`src/pcc_cfg.svh`:
```
`ifndef PCC_CFG_SVH
`define PCC_CFG_SVH

// ==========================================================================
// Register byte offsets
`define PCC_OFS_PIN_REPL 8'h00
`define PCC_OFS_FUNC_CTRL 8'h04
`define PCC_OFS_STRAP_STAT 8'h08
`define PCC_OFS_CORE_STAT 8'h0c

// ==========================================================================
// Field positions
`define PCC_RDY_BIT 0
`define PCC_LAN_EN_BIT 0
`define PCC_MODEM_EN_BIT 1
`define PCC_INT_SEL_BIT 2
`define PCC_STRAP_IO_DIS_BIT 0
`define PCC_STRAP_MWE_BIT 2

// ==========================================================================
// Reset values
`define PCC_FUNC_CTRL_RST 3'h1
`define PCC_STRAP_RST 9'h000
`define PCC_STROBE_IDLE 6'h3f

// ==========================================================================
// Bus responses
`define PCC_RESP_OKAY 2'h0
`define PCC_RESP_DECERR 2'h3

`endif

```
`src/pcc_pkg.sv`:
```
package pcc_pkg;

  typedef enum logic [1:0] {
    PCC_IDLE = 2'h0,
    PCC_ISSUE = 2'h1,
    PCC_HOLD = 2'h3
  } pcc_state_type;

  typedef enum logic [1:0] {
    PCC_SP_ATTR = 2'h0,
    PCC_SP_COMMON = 2'h1,
    PCC_SP_IOREG = 2'h2,
    PCC_SP_DMA = 2'h3
  } pcc_space_type;

  typedef struct packed {
    logic ce1_n;
    logic reg_n;
    logic oe_n;
    logic we_n;
    logic ior_n;
    logic iow_n;
  } pcc_strobe_type;

  typedef struct packed {
    logic valid;
    pcc_space_type space;
    logic write;
    logic wide;
    logic [9:0] addr;
    logic [15:0] wdata;
  } pcc_req_type;

endpackage

```
`src/pcc_sync.sv`:
```
`timescale 1ns/10ps
`include "pcc_cfg.svh"

module pcc_sync import pcc_pkg::*; (
  input wire logic i_clk,
  input wire logic i_rstn,
  input pcc_strobe_type i_async,
  output pcc_strobe_type o_sync
);

  // ========================================================================
  // Two flops; first stage feeds only the second
  pcc_strobe_type meta_q;
  pcc_strobe_type sync_q;

  always_ff @(posedge i_clk) begin
    if (!i_rstn) begin
      meta_q <= pcc_strobe_type'(`PCC_STROBE_IDLE);
      sync_q <= pcc_strobe_type'(`PCC_STROBE_IDLE);
    end else begin
      meta_q <= i_async;
      sync_q <= meta_q;
    end
  end

  assign o_sync = sync_q;

endmodule

```
`src/pcc_host_if.sv`:
```
`timescale 1ns/10ps
`include "pcc_cfg.svh"

module pcc_host_if import pcc_pkg::*; (
  input wire logic i_clk,
  input wire logic i_rstn,
  // Host socket side
  input wire logic i_host_rst,
  input wire logic [8:0] i_config_strap,
  input wire logic [9:0] i_host_address_lines,
  input wire logic [15:0] i_host_data_lines,
  output logic [15:0] o_host_data_lines,
  output logic [1:0] o_host_data_oe,
  input wire logic i_ce1_n,
  input wire logic i_reg_n,
  input wire logic i_oe_n,
  input wire logic i_we_n,
  input wire logic i_ior_n,
  input wire logic i_iow_n,
  output logic o_reset_out_n,
  output logic o_wait_n,
  output logic o_inpack_n,
  output logic o_io16_n,
  output logic o_int_rdy_n,
  // Core side
  output pcc_req_type o_core_req,
  input wire logic i_core_ack,
  input wire logic [15:0] i_core_rdata,
  input wire logic i_dma_active,
  input wire logic i_core_ready,
  input wire logic i_lan_irq,
  input wire logic i_modem_irq,
  // AXI4-Lite slave
  input wire logic [7:0] i_s_axi_awaddr,
  input wire logic i_s_axi_awvalid,
  output logic o_s_axi_awready,
  input wire logic [31:0] i_s_axi_wdata,
  input wire logic [3:0] i_s_axi_wstrb,
  input wire logic i_s_axi_wvalid,
  output logic o_s_axi_wready,
  output logic [1:0] o_s_axi_bresp,
  output logic o_s_axi_bvalid,
  input wire logic i_s_axi_bready,
  input wire logic [7:0] i_s_axi_araddr,
  input wire logic i_s_axi_arvalid,
  output logic o_s_axi_arready,
  output logic [31:0] o_s_axi_rdata,
  output logic [1:0] o_s_axi_rresp,
  output logic o_s_axi_rvalid,
  input wire logic i_s_axi_rready
);

  // ========================================================================
  // Helpers
  function automatic logic hit(input logic [7:0] a, input logic [7:0] ofs);
    hit = (a[7:2] == ofs[7:2]);
  endfunction

  function automatic logic mapped(input logic [7:0] a);
    mapped = hit(a, `PCC_OFS_PIN_REPL) | hit(a, `PCC_OFS_FUNC_CTRL) |
             hit(a, `PCC_OFS_STRAP_STAT) | hit(a, `PCC_OFS_CORE_STAT);
  endfunction

  // ========================================================================
  // Reset and straps
  logic host_rst_q;
  logic [8:0] strap_q;
  logic reset_out_n_q;
  wire logic core_rst = ~i_rstn | i_host_rst;
  wire logic host_rst_fall = host_rst_q & ~i_host_rst;
  wire logic io_mode = ~strap_q[`PCC_STRAP_IO_DIS_BIT];
  wire logic mem_wr_en = strap_q[`PCC_STRAP_MWE_BIT];

  always_ff @(posedge i_clk) begin
    if (!i_rstn) begin
      host_rst_q <= 1'b1;
      strap_q <= `PCC_STRAP_RST;
      reset_out_n_q <= 1'b0;
    end else begin
      host_rst_q <= i_host_rst;
      reset_out_n_q <= ~i_host_rst;
      if (host_rst_fall) begin
        strap_q <= i_config_strap;
      end
    end
  end

  // ========================================================================
  // Strobe synchroniser
  pcc_strobe_type strobe_raw;
  pcc_strobe_type s;

  assign strobe_raw = '{ce1_n: i_ce1_n, reg_n: i_reg_n, oe_n: i_oe_n,
                        we_n: i_we_n, ior_n: i_ior_n, iow_n: i_iow_n};

  pcc_sync u_sync (
    .i_clk(i_clk),
    .i_rstn(i_rstn),
    .i_async(strobe_raw),
    .o_sync(s)
  );

  // ========================================================================
  // Strobe decode
  wire logic sel = ~s.ce1_n;
  wire logic mem_rd = sel & ~s.oe_n;
  wire logic mem_wr = sel & ~s.we_n & (s.reg_n | mem_wr_en);
  // I/O with REG high is not for this card
  wire logic io_rd = sel & ~s.reg_n & ~s.ior_n;
  wire logic io_wr = sel & ~s.reg_n & ~s.iow_n;
  wire logic any_strobe = sel & ~(s.oe_n & s.we_n & s.ior_n & s.iow_n);
  wire logic is_io = io_rd | io_wr;
  wire logic start = mem_rd | mem_wr | is_io;
  wire logic dma_cyc = is_io & i_dma_active;
  wire pcc_space_type space =
    is_io ? (i_dma_active ? PCC_SP_DMA : PCC_SP_IOREG) :
    (s.reg_n ? PCC_SP_COMMON : PCC_SP_ATTR);

  // ========================================================================
  // Access sequencer
  pcc_state_type state_q;
  pcc_state_type state_d;
  pcc_req_type req_q;
  logic [15:0] rdata_q;

  always_comb begin
    state_d = state_q;
    case (state_q)
      PCC_IDLE: begin
        if (start) begin
          state_d = PCC_ISSUE;
        end
      end
      PCC_ISSUE: begin
        if (i_core_ack) begin
          state_d = PCC_HOLD;
        end
      end
      PCC_HOLD: begin
        // Wait for release so one strobe gives one action
        if (!any_strobe) begin
          state_d = PCC_IDLE;
        end
      end
      default: begin
        state_d = PCC_IDLE;
      end
    endcase
  end

  wire logic take = (state_q == PCC_IDLE) & start;
  wire logic cur_io = (req_q.space == PCC_SP_IOREG) |
                      (req_q.space == PCC_SP_DMA);
  wire logic cur_dma = req_q.space == PCC_SP_DMA;
  wire logic busy_d = state_d != PCC_IDLE;
  wire logic rd_d = busy_d & ~req_q.write & any_strobe;

  always_ff @(posedge i_clk) begin
    if (core_rst) begin
      state_q <= PCC_IDLE;
      req_q <= '0;
      rdata_q <= 16'h0000;
    end else begin
      state_q <= state_d;
      if (take) begin
        req_q.valid <= 1'b1;
        req_q.space <= space;
        req_q.write <= mem_wr | io_wr;
        req_q.wide <= dma_cyc;
        req_q.addr <= i_host_address_lines;
        req_q.wdata <= i_host_data_lines;
      end else if ((state_q == PCC_ISSUE) & i_core_ack) begin
        req_q.valid <= 1'b0;
        rdata_q <= i_core_rdata;
      end
    end
  end

  // ========================================================================
  // Host response pins
  logic wait_n_q;
  logic inpack_n_q;
  logic io16_n_q;
  logic [1:0] data_oe_q;
  logic int_rdy_n_q;
  logic rdy_q;
  logic [2:0] func_ctrl_q;

  wire logic next_dma = take ? dma_cyc : cur_dma;
  wire logic next_io = take ? is_io : cur_io;
  wire logic next_rd = take ? (mem_rd | io_rd) : rd_d;
  wire logic lan_en = func_ctrl_q[`PCC_LAN_EN_BIT];
  wire logic modem_en = func_ctrl_q[`PCC_MODEM_EN_BIT];
  wire logic int_sel = func_ctrl_q[`PCC_INT_SEL_BIT];
  wire logic irq_any = int_sel ? (lan_en & i_lan_irq) :
    ((lan_en & i_lan_irq) | (modem_en & i_modem_irq));

  always_ff @(posedge i_clk) begin
    if (core_rst) begin
      wait_n_q <= 1'b1;
      inpack_n_q <= 1'b1;
      io16_n_q <= 1'b1;
      data_oe_q <= 2'h0;
      int_rdy_n_q <= 1'b0;
      rdy_q <= 1'b0;
    end else begin
      rdy_q <= i_core_ready;
      // Stretch DMA cycles until the core acknowledges
      wait_n_q <= ~(state_d == PCC_ISSUE & next_dma);
      inpack_n_q <= ~(busy_d & next_io & next_rd);
      io16_n_q <= ~(busy_d & next_dma);
      // Data only after the core answered
      data_oe_q <= (state_d == PCC_HOLD & rd_d) ?
                   {req_q.wide, 1'b1} : 2'h0;
      if (io_mode) begin
        int_rdy_n_q <= ~irq_any;
      end else begin
        int_rdy_n_q <= i_core_ready;
      end
    end
  end

  assign o_host_data_lines = rdata_q;
  assign o_host_data_oe = data_oe_q;
  assign o_reset_out_n = reset_out_n_q;
  assign o_wait_n = wait_n_q;
  assign o_inpack_n = inpack_n_q;
  assign o_io16_n = io16_n_q;
  assign o_int_rdy_n = int_rdy_n_q;
  assign o_core_req = req_q;

  // ========================================================================
  // AXI4-Lite write path
  logic awready_q;
  logic wready_q;
  logic aw_have_q;
  logic w_have_q;
  logic [7:0] awaddr_q;
  logic [31:0] wdata_q;
  logic [3:0] wstrb_q;
  logic bvalid_q;
  logic [1:0] bresp_q;

  wire logic aw_hs = i_s_axi_awvalid & awready_q;
  wire logic w_hs = i_s_axi_wvalid & wready_q;
  wire logic commit = aw_have_q & w_have_q & ~bvalid_q;
  wire logic fc_wr = commit & hit(awaddr_q, `PCC_OFS_FUNC_CTRL) &
                     wstrb_q[0];

  always_ff @(posedge i_clk) begin
    if (!i_rstn) begin
      awready_q <= 1'b0;
      wready_q <= 1'b0;
      aw_have_q <= 1'b0;
      w_have_q <= 1'b0;
      awaddr_q <= 8'h00;
      wdata_q <= 32'h0000_0000;
      wstrb_q <= 4'h0;
      bvalid_q <= 1'b0;
      bresp_q <= `PCC_RESP_OKAY;
    end else begin
      awready_q <= i_s_axi_awvalid & ~awready_q & ~aw_have_q & ~bvalid_q;
      wready_q <= i_s_axi_wvalid & ~wready_q & ~w_have_q & ~bvalid_q;
      if (aw_hs) begin
        aw_have_q <= 1'b1;
        awaddr_q <= i_s_axi_awaddr;
      end else if (commit) begin
        aw_have_q <= 1'b0;
      end
      if (w_hs) begin
        w_have_q <= 1'b1;
        wdata_q <= i_s_axi_wdata;
        wstrb_q <= i_s_axi_wstrb;
      end else if (commit) begin
        w_have_q <= 1'b0;
      end
      if (commit) begin
        bvalid_q <= 1'b1;
        bresp_q <= mapped(awaddr_q) ? `PCC_RESP_OKAY : `PCC_RESP_DECERR;
      end else if (i_s_axi_bready) begin
        bvalid_q <= 1'b0;
      end
    end
  end

  // Function control survives host reset only via software rewrite
  always_ff @(posedge i_clk) begin
    if (core_rst) begin
      func_ctrl_q <= `PCC_FUNC_CTRL_RST;
    end else if (fc_wr) begin
      func_ctrl_q <= wdata_q[2:0];
    end
  end

  // ========================================================================
  // AXI4-Lite read path
  logic arready_q;
  logic rvalid_q;
  logic [31:0] rdata_axi_q;
  logic [1:0] rresp_q;

  wire logic ar_hs = i_s_axi_arvalid & arready_q;
  wire logic [7:0] ra = i_s_axi_araddr;
  wire logic [31:0] rd_mux =
    hit(ra, `PCC_OFS_PIN_REPL) ? {31'h0, rdy_q} :
    hit(ra, `PCC_OFS_FUNC_CTRL) ? {29'h0, func_ctrl_q} :
    hit(ra, `PCC_OFS_STRAP_STAT) ? {23'h0, strap_q} :
    hit(ra, `PCC_OFS_CORE_STAT) ?
      {28'h0, state_q, io_mode, host_rst_q} : 32'h0000_0000;

  always_ff @(posedge i_clk) begin
    if (!i_rstn) begin
      arready_q <= 1'b0;
      rvalid_q <= 1'b0;
      rdata_axi_q <= 32'h0000_0000;
      rresp_q <= `PCC_RESP_OKAY;
    end else begin
      arready_q <= i_s_axi_arvalid & ~arready_q & ~rvalid_q;
      if (ar_hs) begin
        rvalid_q <= 1'b1;
        rdata_axi_q <= rd_mux;
        rresp_q <= mapped(ra) ? `PCC_RESP_OKAY : `PCC_RESP_DECERR;
      end else if (i_s_axi_rready) begin
        rvalid_q <= 1'b0;
      end
    end
  end

  assign o_s_axi_awready = awready_q;
  assign o_s_axi_wready = wready_q;
  assign o_s_axi_bvalid = bvalid_q;
  assign o_s_axi_bresp = bresp_q;
  assign o_s_axi_arready = arready_q;
  assign o_s_axi_rvalid = rvalid_q;
  assign o_s_axi_rdata = rdata_axi_q;
  assign o_s_axi_rresp = rresp_q;

endmodule

```
`config.mk`:
```
export PLATFORM = sky130hd
export DESIGN_NAME = pcc_host_if
export DESIGN_NICKNAME = d
export VERILOG_FILES = /design/src/pcc_pkg.sv /design/src/pcc_sync.sv /design/src/pcc_host_if.sv
export VERILOG_INCLUDE_DIRS = /design/src /design/src/src
export SDC_FILE = /design/constraint.sdc
export NUM_CORES = 1
export LEC_CHECK = 0
export CORE_MARGIN = 4
export CORE_UTILIZATION = 45
export DETAILED_ROUTE_END_ITERATION = 8
export DONT_BUFFER_PORTS = 1
export PLACE_DENSITY = 0.71
export SLEW_MARGIN = 20
export SYNTH_ARGS = -nofsm -noshare
export SYNTH_HDL_FRONTEND = slang
export SYNTH_SLANG_ARGS = --single-unit
```
`constraint.sdc`:
```
create_clock -name i_clk -period 1.45 [get_ports i_clk]
set_clock_uncertainty 0.1 [all_clocks]
set_input_delay 0.145 -clock i_clk [delete_from_list [all_inputs] [get_ports i_clk]]
set_output_delay 0.145 -clock i_clk [all_outputs]
set_load 0.005 [all_outputs]
```
==> parameters.txt, run 1 <==
Parameter                              Value

Synth
  Cell taking the most area after synthesis ... sky130_fd_sc_hd__dfxtp_1
  Post-synth top area share ... 0.527
  FFs w/ async S/R, synth ... 0
  Unique cell type count in the Yosys netlist ... 45
  Most used standard cell by instance count after synthesis ... sky130_fd_sc_hd__nand2_1
  Synth area leaders ... sky130_fd_sc_hd__dfxtp_1 53%, sky130_fd_sc_hd__nand2_1 11%, sky130_fd_sc_hd__a21oi_1 5.9%, sky130_fd_sc_hd__buf_4 5.0%, sky130_fd_sc_hd__a21boi_0 4.1%
  Mean instance size in the synthesized netlist ... ~9 sq um
  Portion of the post-synthesis area used by sequential elements ... 0.527
  Flip-flop and latch count after synthesis ... between 100 and 150
  Commonest cells post-synth ... 126 x sky130_fd_sc_hd__nand2_1, 110 x sky130_fd_sc_hd__dfxtp_1, 49 x sky130_fd_sc_hd__a21oi_1, 28 x sky130_fd_sc_hd__buf_4, 23 x sky130_fd_sc_hd__a21boi_0
  Netlist area before placement ... about 4200 sq um
  Synth warnings ... 0
  Number of flops mapped to enable cells by yosys ... 0
  Dominant register cell in the synthesized netlist ... sky130_fd_sc_hd__dfxtp_1
  Gate count after technology mapping ... about 470

Detailed routing
  Via count ... ~3.6k
  First-pass detailed-route iteration total ... 4
  Routed length on met2 ... 5660 um
  Wl on met1 ... ~4300 um
  Remaining number of nets flagged by the antenna check after routing ... 0
  Uppermost signal routing layer after detailed routing ... met4
  Number of DRC violations after detailed-routing iteration 0 ... ~180
  DRC Markers ... 0
  Amount of wire on met3 after detailed routing ... roughly 1000 um
  Routed wire per std cell ... ~16 um
  Final wirelength ... roughly 11000 um
  Post-detailed-route via-to-cell ratio ... around 5.2

STA
  Number of endpoints failing setup at the final stage ... 10
  Final hold vios ... 1
  Post-layout min period ... between 1 and 1.5 ns
  Final cycle utilization of the critical path ... 1.03
  Fmax ... roughly 0.67 GHz
  Setup slack after layout ... -0.0474 ns
  Relative max-transition margin ... 0.517
  Slew at the pin with the worst max-slew slack ... ~0.72 ns
  Max Transition Viols Final ... 0
  Hold slack ... -0.00465 ns
  Setup repair after global routing missed its margin ... yes

Setup path
  Worst setup SP type ... flip-flop
  Family with the most delay on the worst path ... compound AO/OA/AOI/OAI gates
  CP arrival ... approximately 1.7 ns
  Setup crit end kind ... flip-flop
  Slowest stage cell, crit path ... sky130_fd_sc_hd__dfxtp_2
  Worst Path Max Fanout ... 7
  Source of the worst register-to-register timing path ... strap_q[2]
  Cell-by-cell trace of the critical path ... o21ba_4 > o31ai_4 > buf_6 > buf_8 > nand2_1 > a21oi_2
  Worst Path Required ... between 1.5 and 2 ns
  Reg-to-reg critical path endpoint ... o_core_req[16]
  CP peak stage delay ... about 0.34 ns
  R2R depth ... 6
  Crit Path Class ... reg -> reg
  Buffer and inverter count on the worst path ... 2
  FF-to-FF setup slack ... -0.05 ns
  Critical path startpoint ... strap_q[2]

Clock tree
  Clk root buf ... sky130_fd_sc_hd__clkbuf_8
  Number of buffers created by CTS ... 9
  Depth of the CTS H-tree ... 3
  Clock edge transition at the registers on the reported setup and hold paths ... roughly 0.1 ns
  Maximum root-to-sink buffer count ... 2
  Skew-Pair Late Insertion Delay ... ~0.37 ns
  Number of hold-repair buffers added at the cts stage ... 95
  Number of sinks handled by clock tree synthesis ... between 100 and 150
  Clock tree from TritonCTS ... yes

Placement
  Pre-CTS setup slack ... -0.0516 ns
  Final RePlAce weighted congestion ... around 0.72
  HPWL after detailed placement ... 6900 um
  Number of buffers inserted by port buffering ... 0

Min path
  Cell depth of the worst min-delay path ... 3
  Critical hold path startpoint ... i_s_axi_araddr[4]
  Tightest Hold Check Type ... in -> reg
  Endpoint with the worst hold slack ... o_s_axi_rdata[1]

Power
  Relative contribution of sequential cells to total power ... 0.581
  Fraction of power spent switching nets ... 0.244
  Worst IR Drop VDD ... just over 0.6 mV
  Power Internal ... 0.00407 W
  Total power ... between 0.005 and 0.006 W
  Pleak ... 2.03 nW
  Fraction of power consumed by combinational cells ... 0.088
  Power density over cell area ... 954 nW/um^2
  Net load switching power ... between 0.001 and 0.0015 W
  Clock share of power ... 0.331

Global routing
  Wire length of the first global-routing pass ... between 15000 and 20000 um
  Antenna violations before repair ... 0
  Maximum number of pins on one net before global-route repair ... 53
  Remaining Overflow, GRT ... 0
  Total global-route track usage ... 0.204
  Via count of the first global-routing pass ... 3654

Run
  Number of violations of the max-capacitance limit ... 0

Floorplan
  Die H ... 104 um
  Row Count ... 34
  Placeable core area ... around 9000 sq um
  Starting utilization of the core area ... 0.470
  Area of the die ... 10900 sq um
  Die Width ... 104 um
  Number of I/O pins ... around 220

Cells and area
  Number of nets in the layout ... roughly 700
  Filler cell count in the final layout ... approximately 660
  Share of the core filled with cells in the final layout ... 0.635
  Layout-stage area growth over the synthesis result ... 35.1%
  Diode insertion count for antenna repair ... 0
  Sequential Area ... around 2200 sq um
  Fraction of layout cells with a size suffix above 1 ... 0.142
  Multi-input combinational cell area ... roughly 1800 sq um

Outcome
  Failing checks ... hold timing, setup timing
  Run status ... finished, violations left
==> per-layer routing <==
layer | global-route usage | vias up
met3 | 0.0701 | 27
met2 | 0.363 | 175
met4 | 0.0703 | 0
met1 | 0.227 | 1658
li1 | - | 1742
met5 | 0 | -
==> stage by stage <==
step           std cells  area, sq um  setup TNS, ns  hold slack [ns]
2_1_floorplan        494         4270              0            0.146
3_3_place_gp         577         4330         -0.226            0.127
3_5_place_dp         577         4330         -0.813            0.127
4_1_cts              694         5570       -0.00530          -0.0207
5_1_grt              694         5640          -2.17          -0.0166
6_report             694         5640         -0.205         -0.00465
==> how the worst max path moves through the flow <==
stage	end	slack (ns)	depth (start not counted)
after floorplan	o_core_req[10]	0.008	6
after global placement	func_ctrl_q[1]	-0.04	5
after detailed placement	o_wait_n	-0.05	4
after CTS	o_wait_n	-0.005	6
after global routing	o_core_req[16]	-0.12	6
final	o_core_req[16]	-0.05	6
==> final cells by class <==
type / count / share of cell area
multi-input cells: 328 / 0.321
inverters: 6 / 0.00399
clock inverters: 6 / 0.0106
clock buffers: 10 / 0.0244
flip-flops and latches: 110 / 0.392
well taps: 108 / 0.0239
repair buffers: 126 / 0.224
==> registers in the layout, summed over array words and instances, names as in the netlist, 2 cells and up <==
name	flops
o_core_req	31
o_host_data_lines	16
o_s_axi_rdata	9
strap_q	9
awaddr_q	6
u_sync.meta_q	6
u_sync.o_sync	6
func_ctrl_q	3
wdata_q	3
o_host_data_oe	2
state_q	2
==> cell usage in the layout, fill, tap and decap left out, drive strengths merged, types with 2 or more instances in the layout <==
master        instances
dfxtp               110
nand2               126
a31oi                 2
conb                 23
a211o                 2
o21ai                 7
clkbuf               10
nand2b               16
nor4b                 3
clkinv                3
mux2i                 3
a22oi                 8
dlygate4sd3          92
nand3b                2
inv                   9
and3b                 2
nor2                 10
a21boi               23
buf                  32
dlymetal6s4s          2
a211oi                2
and2                  2
mux2                  2
and3                  3
nor3                  4
nor2b                14
nand3                11
a21oi                49
o31ai                 2
==> power groups by stage <==
stage | Clock, W | Sequential [W] | Combinational (W)
5_1_grt | 0.00198 | 0.00314 | 0.000515
6_report | 0.00178 | 0.00313 | 0.000475
2_1_floorplan | 0 | 0.00318 | 0.000228
4_1_cts | 0.00185 | 0.00313 | 0.000458
3_5_place_dp | 0 | 0.00319 | 0.000219
3_3_place_gp | 0 | 0.00319 | 0.000212
==> cells by family (layout without fill, tap and decap cells) <==
kind of cell | Yosys count | count (layout) | synth area share
AO/OA/AOI/OAI | 103 | 103 | 0.158
buffers and inverters | 56 | 148 | 0.0772
flip-flops | 110 | 110 | 0.527
multiplexers | 6 | 6 | 0.0180
other | 1 | 23 | 0.000897
AND/OR/NAND/NOR | 196 | 196 | 0.219
==> timing repair <==
item	in CTS	in global routing
pin swaps	3	22
cloned	2	0
setup endpoints to repair	33	46
hold endpoints to repair	98	1
resized for setup	14	24
setup buffers	4	0
==> tightest hold or removal path: stages <==
cell                       delay [ns]
sky130_fd_sc_hd__or4_4           0.12
sky130_fd_sc_hd__a211o_2         0.09
sky130_fd_sc_hd__a21boi_0        0.06
Power figures use the tool's default switching activity.
==> run 2: changes to the inputs <==
- PLACE_DENSITY: 0.71 -> 0.7
==> run 2 against run 1 <==
  * The flow finishes with violations (setup timing)
  * Cell count decreased by 1.3%
  * Fmax decreased by 5.2%
  * Die area unchanged
  * Global-route usage decreased by 0.17 points
  * Via count increased by 0.11%
  * Flip-flop and latch count unchanged
  * Power decreased by 0.12%
  * Clock power about the same
  * Non-clock buffer count decreased by 9
  * Wire length increased by 2.5%
  * Largest cell class unchanged
==> parameters.txt, run 2 (same netlist as run 1, synthesis figures left out) <==
Parameter                              Value

Global routing
  Routing layer with the top usage in global route ... met2
  Wire length of the first global-routing pass ... 18100 um (-0.61%)
  Total global-route track usage ... 0.203 (-0.00165)
  Remaining Overflow, GRT ... 0 (unchanged)
  Met2 demand-to-capacity share in global routing ... 0.354 (-0.00830)
  Antenna violations before repair ... 0 (unchanged)
  Routing usage on met1 ... 0.232 (+0.00524)
  Via count of the first global-routing pass ... 3640 (-0.38%)
  Maximum number of pins on one net before global-route repair ... 53 (unchanged)
  Met3 global-route usage ... 0.0670 (-0.00310)

Floorplan
  Die H ... 104 um (unchanged)
  Area of the die ... 10900 sq um (unchanged)
  Placeable core area ... 8890 sq um (unchanged)
  Row Count ... 34 (unchanged)
  Die Width ... 104 um (unchanged)
  Starting utilization of the core area ... 0.470 (unchanged)
  Number of I/O pins ... 217 (unchanged)

Min path
  Critical hold path startpoint ... i_s_axi_araddr[4]
  Tightest Hold Check Type ... in -> reg

Setup path
  Worst Path Max Fanout ... 10 (+3)
  Cell-by-cell trace of the critical path ... o21ba_4 > o31ai_4 > buf_4 > buf_16 > nand2_1 > a21oi_1
  Worst setup SP type ... flip-flop
  Crit Path Class ... reg -> reg
  Source of the worst register-to-register timing path ... u_sync.o_sync[4]
  Slowest stage cell, crit path ... sky130_fd_sc_hd__dfxtp_2
  Critical path startpoint ... u_sync.o_sync[4]
  Setup crit end kind ... flip-flop
  CP peak stage delay ... 0.35 ns (about the same)
  CP arrival ... 1.76 ns (+0.07 ns)
  Worst Path Required ... 1.63 ns (about the same)

STA
  Setup repair after global routing missed its margin ... yes
  Fmax ... 0.633 GHz (-5.2%)
  Final hold vios ... 0 (-1)
  Hold slack ... 0.00829 ns (+0.0129 ns)
  Slew at the pin with the worst max-slew slack ... 0.833 ns (+0.108 ns)
  Relative max-transition margin ... 0.445 (-0.0722)
  Max Transition Viols Final ... 0 (unchanged)
  Setup slack after layout ... -0.129 ns (-0.0815 ns)
  Number of endpoints failing setup at the final stage ... 28 (+18)
  Final cycle utilization of the critical path ... 1.09 (+0.0562)
  Post-layout min period ... 1.58 ns (+0.0815 ns)

Detailed routing
  DRC Markers ... 0 (unchanged)
  First-pass detailed-route iteration total ... 6 (+2)
  Number of DRC violations after detailed-routing iteration 0 ... 222 (+21%)
  Remaining number of nets flagged by the antenna check after routing ... 0 (unchanged)
  Post-detailed-route via-to-cell ratio ... 5.26 (+1.4%)
  Routed wire per std cell ... 16.8 um (+3.9%)
  Via count ... 3606 (+0.11%)
  Final wirelength ... 11500 um (+2.5%)

Placement
  Instance area at placement ... 4310 sq um (-0.46%)
  HPWL after detailed placement ... 6820 um (-1.2%)
  Number of buffers inserted by port buffering ... 0 (unchanged)
  Final RePlAce weighted congestion ... 0.740 (+3.5%)

Clock tree
  Number of sinks handled by clock tree synthesis ... 110 (unchanged)
  Depth of the CTS H-tree ... 3 (unchanged)
  Maximum root-to-sink buffer count ... 2 (unchanged)
  Clock edge transition at the registers on the reported setup and hold paths ... 0.11 ns (about the same)
  Number of buffers created by CTS ... 9 (unchanged)
  Clk root buf ... sky130_fd_sc_hd__clkbuf_8
  Skew-Pair Late Insertion Delay ... 0.36 ns (about the same)
  Clock tree from TritonCTS ... yes

Cells and area
  Diode insertion count for antenna repair ... 0 (unchanged)
  Multi-input combinational cell area ... 1930 sq um (+6.5%)
  Layout-stage area growth over the synthesis result ... 36.7%
  Non-Filler Cell Area, Final ... 5710 sq um (+1.2%)
  Filler cell count in the final layout ... 664 (+0.45%)
  Number of flip-flops in the largest register ... 31 (unchanged)
  Leading cell types in the layout, fill and taps excluded ... 115 x sky130_fd_sc_hd__nand2_1, 103 x sky130_fd_sc_hd__dfxtp_1, 89 x sky130_fd_sc_hd__dlygate4sd3_1
  Number of nets in the layout ... 694 (-1.3%)
  Leading cell type in the layout, fill and taps excluded ... sky130_fd_sc_hd__nand2_1
  Sequential Area ... 2210 sq um (-0.17%)
  Fraction of layout cells with a size suffix above 1 ... 0.159 (+0.0178)

Power
  Worst IR Drop VDD ... 0.453 mV (-25%)
  Power density over cell area ... 941 nW/um^2 (-1.3%)
  Pleak ... 2.02 nW (-0.27%)

Run
  Number of violations of the max-capacitance limit ... 0 (unchanged)

Outcome
  Run status ... finished, violations left
  Failing checks ... setup timing
-- run 2: cell count changes in the layout (fill, tap and decap cells not counted), moves of 2 or more --
cell and delta:
sky130_fd_sc_hd__inv_6 -2, sky130_fd_sc_hd__a21oi_1 -6, sky130_fd_sc_hd__nand2_2 -4, sky130_fd_sc_hd__a21oi_2 +6, sky130_fd_sc_hd__nand2_4 +11, sky130_fd_sc_hd__buf_16 +2
sky130_fd_sc_hd__inv_8 +3, sky130_fd_sc_hd__buf_6 -3, sky130_fd_sc_hd__buf_12 +2, sky130_fd_sc_hd__dlygate4sd3_1 -3, sky130_fd_sc_hd__buf_4 -5, sky130_fd_sc_hd__nand2_1 -7
-- run 2: stage by stage --
step / power [W] / utilization / cells / TNS [ns] / setup WS [ns]
floorplan: 0.00341 / - / 494 / 0 / 0.00785
global placement: 0.00341 / 0.485 / 571 / -0.0827 / -0.0349
detailed placement: 0.00341 / 0.485 / 571 / -0.845 / -0.0589
CTS: 0.00540 / 0.628 / 685 / -0.0217 / -0.00844
global route: 0.00560 / 0.643 / 685 / -3.26 / -0.174
finish: 0.00538 / 0.643 / 685 / -0.785 / -0.129
-- run 2: final cells by class --
type / count / area share
tap: 108 / 0.0236
sequential: 110 / 0.387
inverter: 6 / 0.00394
timing repair buffer: 117 / 0.215
clock buffer: 9 / 0.0217
clock inverter: 7 / 0.0112
multi-input combinational: 328 / 0.338
-- run 2: timing repair --
action,4_1_cts,5_1_grt
setup endpoints to repair,33,53
cloned,2,0
pin swaps,8,15
hold endpoints to repair,98,0
buffers inserted,7,0
hold buffers,91,0
resized for setup,22,35
-- run 2: per-layer routing --
| metal | wire, um | share of wire |
|---|---|---|
| met5 | 0 | 0 |
| met4 | 212 | 0.018 |
| met3 | 940 | 0.082 |
| met2 | 5770 | 0.50 |
| met1 | 4590 | 0.40 |
-- run 2: where the power goes --
| group | switching (W) | internal, W |
|---|---|---|
| Sequential | 0.0000470 | 0.00308 |
| Clock | 0.00110 | 0.000668 |
| Combinational | 0.000205 | 0.000280 |
-- run 2: final timing paths --
| path | endpoint | slack, ns | cells past startpoint |
|---|---|---|---|
| worst max-delay path | o_core_req[10] | -0.13 | 6 |
| worst min-delay path | o_s_axi_rdata[1] | 0.008 | 3 |
| worst max register to register | o_core_req[10] | -0.13 | 6 |
| worst min register to register | u_sync.o_sync[3] | 0.32 | 1 |
-- run 2: worst max-delay path, delay by kind of cell (launching register included) --
| family | cells | cell delay, ns |
|---|---|---|
| buffers and inverters | 2 | 0.31 |
| and+or+nand+nor | 1 | 0.08 |
| DFF | 1 | 0.35 |
| AOI/OAI and AO/OA | 3 | 0.65 |
